File: src/servo_calib_pkg.sv
package servo_calib_pkg;
    // Register indices; byte address is four times the index
    localparam logic [7:0] IDX_CALIB   = 8'h38;
    localparam logic [7:0] IDX_SELECT  = 8'h39;
    localparam logic [7:0] IDX_READOUT = 8'h40;
    localparam int         ADDR_W      = 10;
    localparam logic [9:0] ADDR_CALIB   = {IDX_CALIB, 2'b00};
    localparam logic [9:0] ADDR_SELECT  = {IDX_SELECT, 2'b00};
    localparam logic [9:0] ADDR_READOUT = {IDX_READOUT, 2'b00};
    localparam logic [15:0] CALIB_RESET  = 16'h0000;
    localparam logic [15:0] SELECT_RESET = 16'h0000;

    // Calibration switch positions, then the DAC mode bit of the select word
    localparam int BIT_VC_MEAS     = 15;
    localparam int BIT_VC_COMP_FI  = 14;
    localparam int BIT_FZ_MEAS     = 13;
    localparam int BIT_FZ_COMP_FZC = 12;
    localparam int BIT_RF_MEAS     = 11;
    localparam int BIT_RF_COMP     = 10;
    localparam int BIT_FOCUS_AG    = 9;
    localparam int BIT_TRACK_AG    = 8;
    localparam int BIT_DEFECT_DIS  = 7;
    localparam int BIT_SLED_DIS    = 6;
    localparam int BIT_TRAV_MEAS   = 5;
    localparam int BIT_TZ_MEAS     = 4;
    localparam int BIT_FZ_COMP_FI  = 3;
    localparam int BIT_TRAV_COMP   = 2;
    localparam int BIT_TZ_COMP     = 1;
    localparam int BIT_VC_COMP_TS  = 0;
    localparam int BIT_DAC_MODE    = 15;

    // Indices into the latched measurement enables
    localparam int M_VC = 0;
    localparam int M_FZ = 1;
    localparam int M_RF = 2;
    localparam int M_TZ = 3;
    localparam int M_TRAV = 4;

    // Measurement acceptance interval
    localparam int MEASURE_INTERVAL_NS = 2900000;
    localparam int CLOCK_PERIOD_NS     = 50;
    localparam int MEASURE_CYCLES      = MEASURE_INTERVAL_NS / CLOCK_PERIOD_NS;

    // Readout select codes
    localparam logic [6:0] SEL_RF_AVG    = 7'h1f;
    localparam logic [6:0] SEL_RF_LEVEL  = 7'h1e;
    localparam logic [6:0] SEL_FOCUS_OFS = 7'h1d;
    localparam logic [6:0] SEL_TRAV_CTR  = 7'h1c;
    localparam logic [6:0] SEL_ENV_BOT   = 7'h13;
    localparam logic [6:0] SEL_ENV_PEAK  = 7'h12;
    localparam logic [6:0] SEL_ENV_DIFF  = 7'h11;
    localparam logic [6:0] SEL_VC_AVG    = 7'h0c;
    localparam logic [6:0] SEL_FE_AVG    = 7'h08;
    localparam logic [6:0] SEL_TE_AVG    = 7'h04;
    localparam logic [6:0] SEL_FE_IN     = 7'h03;
    localparam logic [6:0] SEL_TE_IN     = 7'h02;
    localparam logic [6:0] SEL_SE_IN     = 7'h01;
    localparam logic [6:0] SEL_VC_IN     = 7'h00;
    localparam logic [6:0] SEL_PROT_LO   = 7'h40;
    localparam logic [6:0] SEL_PROT_HI   = 7'h4f;

    localparam logic [1:0] RESP_OKAY   = 2'b00;
    localparam logic [1:0] RESP_SLVERR = 2'b10;
endpackage

File: src/servo_calib_cmd_readout_select.sv
//////////////////////////////////////////////////////////////////////////////
// Overview of operation
// - Switch bits: one is on, zero is off
// - Centre reference measured while its switch set
// - Focus input corrected by centre reference level
// - Focus zero level measured while switch set
// - Focus zero-cross compensated by focus zero
// - RF zero level measured while switch set
// - RF input compensated by RF zero
// - Focus auto gain runs while switch set
// - Tracking auto gain runs while switch set
// - Defect countermeasure off while disable is one
// - Sled free-run guard off while disable one
// - Traverse centre measured while switch set
// - Tracking zero level measured while switch set
// - Focus input compensated by focus zero level
// - Traverse centre compensation applied when set
// - Tracking zero compensation applied when set
// - Track/sled input corrected by centre reference
// - Measurement switches sampled once per interval
// - Select word: DAC mode and 7-bit selector
// - Coefficients 40h to 4Fh refuse readout
// - Traverse centre readout uses the same measured level register
module servo_calib_cmd_readout_select
    import servo_calib_pkg::*;
#(
    parameter int MEASURE_CYCLES_P = MEASURE_CYCLES
) (
    input  wire logic          clock_i,
    input  wire logic          rst_n_i,
    input  wire logic [9:0]    s_axi_awaddr_i,
    input  wire logic          s_axi_awvalid_i,
    output logic               s_axi_awready_o,
    input  wire logic [31:0]   s_axi_wdata_i,
    input  wire logic [3:0]    s_axi_wstrb_i,
    input  wire logic          s_axi_wvalid_i,
    output logic               s_axi_wready_o,
    output logic [1:0]         s_axi_bresp_o,
    output logic               s_axi_bvalid_o,
    input  wire logic          s_axi_bready_i,
    input  wire logic [9:0]    s_axi_araddr_i,
    input  wire logic          s_axi_arvalid_i,
    output logic               s_axi_arready_o,
    output logic [31:0]        s_axi_rdata_o,
    output logic [1:0]         s_axi_rresp_o,
    output logic               s_axi_rvalid_o,
    input  wire logic          s_axi_rready_i,
    input  wire logic [7:0]    fe_sample_i,
    input  wire logic [7:0]    te_sample_i,
    input  wire logic [7:0]    se_sample_i,
    input  wire logic [7:0]    vc_sample_i,
    input  wire logic [7:0]    rf_sample_i,
    input  wire logic [8:0]    focus_offset_i,
    input  wire logic          coef_we_i,
    input  wire logic [5:0]    coef_addr_i,
    input  wire logic [7:0]    coef_data_i,
    input  wire logic          dram_we_i,
    input  wire logic [4:0]    dram_addr_i,
    input  wire logic [15:0]   dram_data_i,
    output logic [4:0]         measure_active_o,
    output logic [7:0]         focus_input_o,
    output logic [7:0]         focus_zero_cross_o,
    output logic [7:0]         track_sled_input_o,
    output logic [7:0]         tracking_error_o,
    output logic [7:0]         rf_level_o,
    output logic [8:0]         traverse_error_o,
    output logic               focus_auto_gain_o,
    output logic               tracking_auto_gain_o,
    output logic               defect_guard_en_o,
    output logic               sled_guard_en_o,
    output logic               dac_mode_o,
    output logic [15:0]        readout_data_o,
    output logic               readout_refused_o
);

    //////////////////////////////////////////////////////////////////////////
    // Register bus

    logic [15:0] calib;
    logic [15:0] select;
    logic        aw_held;
    logic        w_held;
    logic [9:0]  aw_addr;
    logic [31:0] w_data;
    logic [3:0]  w_strb;
    logic        do_write;
    logic        wr_calib;
    logic        wr_select;

    assign s_axi_awready_o = !aw_held && !s_axi_bvalid_o;
    assign s_axi_wready_o  = !w_held && !s_axi_bvalid_o;
    assign s_axi_arready_o = !s_axi_rvalid_o;
    assign do_write        = aw_held && w_held && !s_axi_bvalid_o;
    assign wr_calib        = do_write && (aw_addr == ADDR_CALIB);
    assign wr_select       = do_write && (aw_addr == ADDR_SELECT);

    always_ff @(posedge clock_i) begin
        if (!rst_n_i) begin
            aw_held <= 1'b0;
            aw_addr <= '0;
        end else if (s_axi_awvalid_i && s_axi_awready_o) begin
            aw_held <= 1'b1;
            aw_addr <= s_axi_awaddr_i;
        end else if (do_write) begin
            aw_held <= 1'b0;
        end
    end

    always_ff @(posedge clock_i) begin
        if (!rst_n_i) begin
            w_held <= 1'b0;
            w_data <= '0;
            w_strb <= '0;
        end else if (s_axi_wvalid_i && s_axi_wready_o) begin
            w_held <= 1'b1;
            w_data <= s_axi_wdata_i;
            w_strb <= s_axi_wstrb_i;
        end else if (do_write) begin
            w_held <= 1'b0;
        end
    end

    always_ff @(posedge clock_i) begin
        if (!rst_n_i) begin
            s_axi_bvalid_o <= 1'b0;
            s_axi_bresp_o  <= RESP_OKAY;
        end else if (do_write) begin
            s_axi_bvalid_o <= 1'b1;
            s_axi_bresp_o  <= (wr_calib || wr_select) ? RESP_OKAY : RESP_SLVERR;
        end else if (s_axi_bready_i) begin
            s_axi_bvalid_o <= 1'b0;
        end
    end

    always_ff @(posedge clock_i) begin
        if (!rst_n_i) begin
            calib <= CALIB_RESET;
        end else if (wr_calib) begin
            if (w_strb[0]) begin
                calib[7:0] <= w_data[7:0];
            end
            if (w_strb[1]) begin
                calib[15:8] <= w_data[15:8];
            end
        end
    end

    always_ff @(posedge clock_i) begin
        if (!rst_n_i) begin
            select <= SELECT_RESET;
        end else if (wr_select) begin
            if (w_strb[0]) begin
                select[7:0] <= w_data[7:0];
            end
            if (w_strb[1]) begin
                select[15:8] <= w_data[15:8];
            end
        end
    end

    // Both command words are write-only; the readout word shows live state
    always_ff @(posedge clock_i) begin
        if (!rst_n_i) begin
            s_axi_rvalid_o <= 1'b0;
            s_axi_rdata_o  <= '0;
            s_axi_rresp_o  <= RESP_OKAY;
        end else if (s_axi_arvalid_i && s_axi_arready_o) begin
            s_axi_rvalid_o <= 1'b1;
            if (s_axi_araddr_i == ADDR_READOUT) begin
                s_axi_rdata_o <= {10'h000, readout_refused_o, measure_active_o,
                                  readout_data_o};
                s_axi_rresp_o <= RESP_OKAY;
            end else if (s_axi_araddr_i == ADDR_CALIB || s_axi_araddr_i == ADDR_SELECT) begin
                s_axi_rdata_o <= '0;
                s_axi_rresp_o <= RESP_OKAY;
            end else begin
                s_axi_rdata_o <= '0;
                s_axi_rresp_o <= RESP_SLVERR;
            end
        end else if (s_axi_rready_i) begin
            s_axi_rvalid_o <= 1'b0;
        end
    end

    //////////////////////////////////////////////////////////////////////////
    // Switch outputs

    assign focus_auto_gain_o    = calib[BIT_FOCUS_AG];
    assign tracking_auto_gain_o = calib[BIT_TRACK_AG];
    assign defect_guard_en_o    = !calib[BIT_DEFECT_DIS];
    assign sled_guard_en_o      = !calib[BIT_SLED_DIS];
    assign dac_mode_o           = select[BIT_DAC_MODE];

    //////////////////////////////////////////////////////////////////////////
    // Measurement acceptance tick and measured levels

    logic [15:0] tick_count;
    logic        tick;
    logic [4:0]  meas_active;
    logic [7:0]  vc_level;
    logic [7:0]  fzero_level;
    logic [7:0]  rfzero_level;
    logic [7:0]  tzero_level;
    logic [8:0]  trav_center;

    assign tick             = (tick_count == 16'(MEASURE_CYCLES_P - 1));
    assign measure_active_o = meas_active;

    always_ff @(posedge clock_i) begin
        if (!rst_n_i || tick) begin
            tick_count <= '0;
        end else begin
            tick_count <= tick_count + 16'h0001;
        end
    end

    // Measurement switches only take effect at the interval boundary
    always_ff @(posedge clock_i) begin
        if (!rst_n_i) begin
            meas_active <= '0;
        end else if (tick) begin
            meas_active[M_VC]   <= calib[BIT_VC_MEAS];
            meas_active[M_FZ]   <= calib[BIT_FZ_MEAS];
            meas_active[M_RF]   <= calib[BIT_RF_MEAS];
            meas_active[M_TZ]   <= calib[BIT_TZ_MEAS];
            meas_active[M_TRAV] <= calib[BIT_TRAV_MEAS];
        end
    end

    logic [8:0] vc_avg;
    logic [8:0] fe_avg;
    logic [8:0] te_avg;
    logic [7:0] rf_avg;
    logic [7:0] vc_prev;
    logic [7:0] fe_prev;
    logic [7:0] te_prev;
    logic [7:0] rf_prev;
    logic [8:0] rf_sum;

    assign rf_sum = {1'b0, rf_sample_i} + {1'b0, rf_prev};

    // Averages are sums of the two latest samples, kept at nine bits; the RF average is halved to eight bits
    always_ff @(posedge clock_i) begin
        if (!rst_n_i) begin
            vc_prev <= '0;
            fe_prev <= '0;
            te_prev <= '0;
            rf_prev <= '0;
            vc_avg  <= '0;
            fe_avg  <= '0;
            te_avg  <= '0;
            rf_avg  <= '0;
        end else begin
            vc_prev <= vc_sample_i;
            fe_prev <= fe_sample_i;
            te_prev <= te_sample_i;
            rf_prev <= rf_sample_i;
            vc_avg  <= {1'b0, vc_sample_i} + {1'b0, vc_prev};
            fe_avg  <= {1'b0, fe_sample_i} + {1'b0, fe_prev};
            te_avg  <= {1'b0, te_sample_i} + {1'b0, te_prev};
            rf_avg  <= rf_sum[8:1];
        end
    end

    always_ff @(posedge clock_i) begin
        if (!rst_n_i) begin
            vc_level     <= '0;
            fzero_level  <= '0;
            rfzero_level <= '0;
            tzero_level  <= '0;
            trav_center  <= '0;
        end else begin
            if (meas_active[M_VC]) begin
                vc_level <= vc_sample_i;
            end
            if (meas_active[M_FZ]) begin
                fzero_level <= fe_sample_i;
            end
            if (meas_active[M_RF]) begin
                rfzero_level <= rf_sample_i;
            end
            if (meas_active[M_TZ]) begin
                tzero_level <= te_sample_i;
            end
            if (meas_active[M_TRAV]) begin
                trav_center <= te_avg;
            end
        end
    end

    //////////////////////////////////////////////////////////////////////////
    // Compensated servo inputs

    logic [7:0] fi_vc;
    logic [7:0] fi_fz;
    logic [7:0] ts_vc;

    assign fi_vc = calib[BIT_VC_COMP_FI] ? vc_level : 8'h00;
    assign fi_fz = calib[BIT_FZ_COMP_FI] ? fzero_level : 8'h00;
    assign ts_vc = calib[BIT_VC_COMP_TS] ? vc_level : 8'h00;

    always_ff @(posedge clock_i) begin
        if (!rst_n_i) begin
            focus_input_o      <= '0;
            focus_zero_cross_o <= '0;
            track_sled_input_o <= '0;
            tracking_error_o   <= '0;
            rf_level_o         <= '0;
            traverse_error_o   <= '0;
        end else begin
            focus_input_o      <= fe_sample_i - fi_vc - fi_fz;
            focus_zero_cross_o <= calib[BIT_FZ_COMP_FZC] ? fe_sample_i - fzero_level
                                                         : fe_sample_i;
            track_sled_input_o <= se_sample_i - ts_vc;
            tracking_error_o   <= calib[BIT_TZ_COMP] ? te_sample_i - tzero_level
                                                     : te_sample_i;
            rf_level_o         <= calib[BIT_RF_COMP] ? rf_sample_i - rfzero_level
                                                     : rf_sample_i;
            traverse_error_o   <= calib[BIT_TRAV_COMP] ? te_avg - trav_center
                                                       : te_avg;
        end
    end

    //////////////////////////////////////////////////////////////////////////
    // Envelope tracking and readout selector

    logic [7:0]  env_peak;
    logic [7:0]  env_bottom;
    logic [7:0]  coef_ram [64];
    logic [15:0] data_ram [32];
    logic [6:0]  sel;
    logic        next_refused;
    logic [15:0] next_readout;

    assign sel = select[14:8];

    always_ff @(posedge clock_i) begin
        if (!rst_n_i) begin
            env_peak   <= 8'h00;
            env_bottom <= 8'hff;
        end else begin
            if (rf_sample_i > env_peak) begin
                env_peak <= rf_sample_i;
            end
            if (rf_sample_i < env_bottom) begin
                env_bottom <= rf_sample_i;
            end
        end
    end

    always_ff @(posedge clock_i) begin
        if (coef_we_i) begin
            coef_ram[coef_addr_i] <= coef_data_i;
        end
        if (dram_we_i) begin
            data_ram[dram_addr_i] <= dram_data_i;
        end
    end

    always_comb begin
        next_refused = 1'b0;
        next_readout = 16'h0000;
        if (sel >= SEL_PROT_LO && sel <= SEL_PROT_HI) begin
            next_refused = 1'b1;
        end else if (sel[6]) begin
            next_readout = {8'h00, coef_ram[sel[5:0]]};
        end else if (sel[5]) begin
            next_readout = data_ram[sel[4:0]];
        end else begin
            case (sel)
                SEL_RF_AVG:    next_readout = {8'h00, rf_avg};
                SEL_RF_LEVEL:  next_readout = {8'h00, rf_sample_i};
                SEL_FOCUS_OFS: next_readout = {7'h00, focus_offset_i};
                SEL_TRAV_CTR:  next_readout = {7'h00, trav_center};
                SEL_ENV_BOT:   next_readout = {8'h00, env_bottom};
                SEL_ENV_PEAK:  next_readout = {8'h00, env_peak};
                SEL_ENV_DIFF:  next_readout = {8'h00, env_peak - env_bottom};
                SEL_VC_AVG:    next_readout = {7'h00, vc_avg};
                SEL_FE_AVG:    next_readout = {7'h00, fe_avg};
                SEL_TE_AVG:    next_readout = {7'h00, te_avg};
                SEL_FE_IN:     next_readout = {8'h00, fe_sample_i};
                SEL_TE_IN:     next_readout = {8'h00, te_sample_i};
                SEL_SE_IN:     next_readout = {8'h00, se_sample_i};
                SEL_VC_IN:     next_readout = {8'h00, vc_sample_i};
                default:       next_readout = 16'h0000;
            endcase
        end
    end

    always_ff @(posedge clock_i) begin
        if (!rst_n_i) begin
            readout_data_o    <= '0;
            readout_refused_o <= 1'b0;
        end else begin
            readout_data_o    <= next_readout;
            readout_refused_o <= next_refused;
        end
    end

    //////////////////////////////////////////////////////////////////////////
    // Assertions

    property p_defect_switch;
        @(posedge clock_i) disable iff (!rst_n_i)
        wr_calib && w_strb[0] |=> defect_guard_en_o == !$past(w_data[7]);
    endproperty
    a_defect_switch: assert property (p_defect_switch) else $error("defect enable wrong");

    property p_sled_switch;
        @(posedge clock_i) disable iff (!rst_n_i)
        wr_calib && w_strb[0] |=> sled_guard_en_o == !$past(w_data[6]);
    endproperty
    a_sled_switch: assert property (p_sled_switch) else $error("sled guard enable wrong");

    property p_meas_stable;
        @(posedge clock_i) disable iff (!rst_n_i)
        !tick |=> $stable(meas_active);
    endproperty
    a_meas_stable: assert property (p_meas_stable) else $error("measure changed off tick");

    property p_tick_spacing;
        @(posedge clock_i) disable iff (!rst_n_i)
        tick |=> !tick [*8];
    endproperty
    a_tick_spacing: assert property (p_tick_spacing) else $error("ticks too close");

    property p_vc_capture;
        @(posedge clock_i) disable iff (!rst_n_i)
        meas_active[M_VC] |=> vc_level == $past(vc_sample_i);
    endproperty
    a_vc_capture: assert property (p_vc_capture) else $error("vc level not captured");

    property p_fz_hold;
        @(posedge clock_i) disable iff (!rst_n_i)
        !meas_active[M_FZ] |=> $stable(fzero_level);
    endproperty
    a_fz_hold: assert property (p_fz_hold) else $error("focus zero moved");

    property p_focus_input;
        @(posedge clock_i) disable iff (!rst_n_i)
        !calib[BIT_VC_COMP_FI] && !calib[BIT_FZ_COMP_FI] ##1 1
        |-> focus_input_o == $past(fe_sample_i);
    endproperty
    a_focus_input: assert property (p_focus_input) else $error("focus input altered");

    property p_refused;
        @(posedge clock_i) disable iff (!rst_n_i)
        sel >= SEL_PROT_LO && sel <= SEL_PROT_HI |=> readout_refused_o && readout_data_o == 16'h0000;
    endproperty
    a_refused: assert property (p_refused) else $error("protected coefficient read");

    property p_bresp_hold;
        @(posedge clock_i) disable iff (!rst_n_i)
        s_axi_bvalid_o && !s_axi_bready_i |=> s_axi_bvalid_o && $stable(s_axi_bresp_o);
    endproperty
    a_bresp_hold: assert property (p_bresp_hold) else $error("write response dropped");

    property p_dac_mode;
        @(posedge clock_i) disable iff (!rst_n_i)
        wr_select && w_strb[1] |=> dac_mode_o == $past(w_data[15]);
    endproperty
    a_dac_mode: assert property (p_dac_mode) else $error("dac mode not updated");

endmodule

File: config.mk
export PLATFORM = sky130hd
export DESIGN_NAME = servo_calib_cmd_readout_select
export DESIGN_NICKNAME = d
export VERILOG_FILES = /design/src/servo_calib_pkg.sv /design/src/servo_calib_cmd_readout_select.sv
export SDC_FILE = /design/constraint.sdc
export NUM_CORES = 2
export LEC_CHECK = 0
export ABC_AREA = 1
export BUFFER_PORTS_ARGS = -buffer_cell sky130_fd_sc_hd__buf_4
export CORE_AREA = 2 2 357 359
export CTS_CLUSTER_DIAMETER = 50
export CTS_CLUSTER_SIZE = 8
export DETAILED_ROUTE_END_ITERATION = 6
export DIE_AREA = 0 0 359 361
export GPL_TIMING_DRIVEN = 0
export SYNTH_ARGS = -nofsm -noshare
export SYNTH_HDL_FRONTEND = slang
export SYNTH_SLANG_ARGS = --single-unit
File: constraint.sdc
create_clock -name clock_i -period 2.4 [get_ports clock_i]
set_input_delay 0.36 -clock clock_i [delete_from_list [all_inputs] [get_ports clock_i]]
set_output_delay 0.36 -clock clock_i [all_outputs]
set_load 0.05 [all_outputs]
==> results.sh <==
export IMPL_finalPower_mw=53.29
export IMPL_wl_met3_um=21790
export IMPL_fin_crit_ns=2.465
export IMPL_multi_input_area_um2=16860
export IMPL_drv_cap=0
export IMPL_dr_wl_met2_um=92340
export IMPL_worst_slack_ns=-0.06499
export IMPL_vias=43583
export IMPL_gp_congestion=0.9600
export IMPL_start_kind="flop"
export IMPL_crit_required_ns=3.14
export IMPL_ys_types=48
export IMPL_cts_sinks=1321
export IMPL_die_w_um=359
export IMPL_endpoint_kind="flop"
export IMPL_cts_root_buffer="clkbuf_16"
export IMPL_syn2layout_area_growth_pct=20.18
export IMPL_dp_hpwl_um=138100
export IMPL_core_area_um2=125400
export IMPL_vias_per_cell=5.728
export IMPL_cts_tree="built"
export IMPL_drt_pre_antenna_iters=6
export IMPL_dp_slack_ns=-0.6997
export IMPL_drt_iter0_markers=5771
export IMPL_initial_utilization_pct=44.76
export IMPL_seq_area_um2=36700
export IMPL_synthFlopType="edfxtp_1"
export IMPL_r2r_end="readout_data_o[5]"
export IMPL_status="complete, but fails checks"
export IMPL_min_to="aw_addr[2]"
export IMPL_grt_pass1_wl_um=286300
export IMPL_drv_slew=0
export IMPL_violations="setup timing"
export IMPL_syn_area_per_cell_um2=10.51
export IMPL_clk_pin_slew_worst_paths_ns=0.05
export IMPL_holdWs_ns=0.04961
export IMPL_rsz0062_at_grt="true"
export IMPL_track_usage_pct=30.75
export IMPL_synth_edf_count=1024
export IMPL_pwr_density_cell_nw_per_um2=789.9
export IMPL_rows=130
export IMPL_grt_pass1_vias=41428
export IMPL_drc=0
export IMPL_clk_path_buf_depth=3
export IMPL_ys_warn_count=0
export IMPL_dieArea_um2=129600
export IMPL_rr_worst_depth=11
export IMPL_path_cells="buf_2, buf_4, buf_6, nand3_1, nand3_1, nand3_1, nand2_1, nand2_1, nand3_2, nand2_1, nor2_4"
export IMPL_htree_levels=4
export IMPL_worstPathArrival_ns=3.20
export IMPL_worstHoldStart="s_axi_awvalid_i"
export IMPL_clock_latency_ns=0.83
export IMPL_fin_area_um2=67460
export IMPL_syn_inst=5340
export IMPL_wl_per_cell_um=26.63
export IMPL_criticalPathCategory="reg2reg"
export IMPL_gr_total_overflow=0
export IMPL_num_nets_final=6155
export IMPL_critical_path_max_stage_delay_ns=0.37
export IMPL_tightest_slew_ns=1.167
export IMPL_netlist_area_um2=56130
export IMPL_fillers=10885
export IMPL_power_leakage_nw=25.83
export IMPL_hp_class="in2reg"
export IMPL_crit_fanout=10
export IMPL_grt_antenna_before_repair=6
export IMPL_ant_nets=0
export IMPL_max_freq_mhz=405.7
export IMPL_post_dp_cell_area_um2=60480
export IMPL_synthArstFlopShare_pct=0
export IMPL_peakVddDrop_mv=0.7307
export IMPL_die_h_um=361
export IMPL_hold_depth=4
export IMPL_port_buffers=234
export IMPL_grt_max_degree=65
export IMPL_finalHoldViolCount=0
export IMPL_ys_seq_area_share_pct=65.37
export IMPL_top_layer_used="met5"
export IMPL_routed_wl_um=202700
export IMPL_relSlewSlack_pct=21.94
export IMPL_drive_above_1_share_pct=13.34
export IMPL_cts_buffers=191
export IMPL_crit_path_top_delay_cell="dfxtp_1"
export IMPL_synth_seq_cells=1321
export IMPL_wl_met1_um=77870
export IMPL_post_route_period_util_pct=102.7
export IMPL_regToRegSetupSlack_ns=-0.06
export IMPL_io_pins=266
export IMPL_setup_violations=5
export IMPL_fin_skew_ns=0.03166
[synth_stat cells, types with 3 or more instances]
cell      count  share of area (%)
a211oi_1     17               0.23
a21oi_1     265                2.4
buf_1        15               0.10
buf_2        95               0.85
buf_4        62               0.83
buf_6        32               0.64
clkbuf_1     95               0.64
dfxtp_1     297                 11
edfxtp_1   1024                 55
fa_1         17               0.61
ha_1        100                2.2
inv_1       307                2.1
inv_2         4              0.027
nand2_1    1235                8.3
nand3_1     758                6.8
nand4_1      24               0.27
nor2_1      418                2.8
nor2_2        4              0.045
nor3_1       18               0.16
nor4_1        3              0.033
o211ai_1     18               0.24
o21a_1        5              0.067
o21ai_0     368                3.3
o21ai_1      23               0.21
o221ai_1     41               0.64
o22ai_1      22               0.25
o311ai_0      4              0.062
or2_2         3              0.033
xnor2_1      17               0.27
xor2_1       23               0.36
[area by class of cell]
type | count | area share (%)
buffer | 297 | 3.112
clock inverter | 29 | 0.7586
timing repair buffer | 348 | 4.488
multi-input combinational | 3415 | 24.99
tap | 1650 | 3.060
antenna | 1 | 0.003709
sequential | 1321 | 54.40
clock buffer | 233 | 7.408
inverter | 315 | 1.771
[timing repair]
action,4_1_cts,5_1_grt
pin swaps,0,4
buffers inserted,0,2
resized for setup,101,113
endpoints found under the hold margin,643,0
hold buffers,90,0
setup endpoints to repair,19,20
[state kept, by name (all words and copies together), names as in the netlist, 9 cells and up, named ones only]
name              flops
aw_addr              10
calib                16
coef_ram            512
data_ram            512
fe_avg                9
readout_data_o       16
s_axi_rdata_o        22
te_avg                9
tick_count           16
trav_center           9
traverse_error_o      9
vc_avg                9
w_data               16
[placed cells by master (no fill, tap or decap), types with 191 or more instances in the layout]
cell type	n
o21ai_0	367
nor2_1	377
nand2_1	1234
nand3_1	744
edfxtp_1	1024
dfxtp_1	294
inv_1	306
buf_4	303
a21oi_1	262
clkbuf_16	191
[critical path: cells and delay by family, from the launching register on]
family / cells / cell delay, ns
buf+inv: 3 / 0.85
flops: 1 / 0.37
simple gates: 8 / 1.16
[power by group]
group          internal, mW  leakage, nW  switching [mW]
registers              25.1         11.7           0.212
logic                 0.904         11.5            1.99
clock network          15.0         2.66            10.1
[per-stage QoR]
stage | TNS (ns) | util, % | cells
detailed placement | -108.67 | 48.23 | 7257
finish | -0.1293 | 53.79 | 7609
floorplan | 0 | - | 5351
CTS | 0 | 53.54 | 7607
global placement | -387.24 | 47.84 | 7235
global route | -0.1140 | 53.79 | 7608
[how the worst max path moves through the flow]
stage	slack (ns)	to	cells after the start	from
final	-0.06	readout_data_o[5]	11	flop
after global routing	-0.05	readout_data_o[2]	12	env_peak[0]
after CTS	0.0002	readout_data_o[5]	14	flop
after detailed placement	-0.70	readout_data_o[4]	7	flop
after global placement	-0.83	data_ram[18][7]	4	dram_addr_i[0]
after floorplan	0.21	focus_input_o[6]	14	calib[3]
[cells by family (layout without fill, tap and decap cells)]
logic type,count (synthesis),after routing,share of synthesized area (%)
DFF,1321,1321,65.37
buffers and inverters,615,1222,5.214
xor gates and xnor gates,40,40,0.6241
and+or+nand+nor,2477,2477,18.54
adders and majority gates,117,117,2.835
other,1,13,0.006680
AOI/OAI and AO/OA,769,769,7.409
[layer usage]
metal  up-vias  track usage (%)
met1     20963            39.36
met5         -                0
met4         2            15.08
met2      2545            48.84
met3       477            7.736
li1      19596                -
No activity file was read; power rests on OpenSTA's default activity.
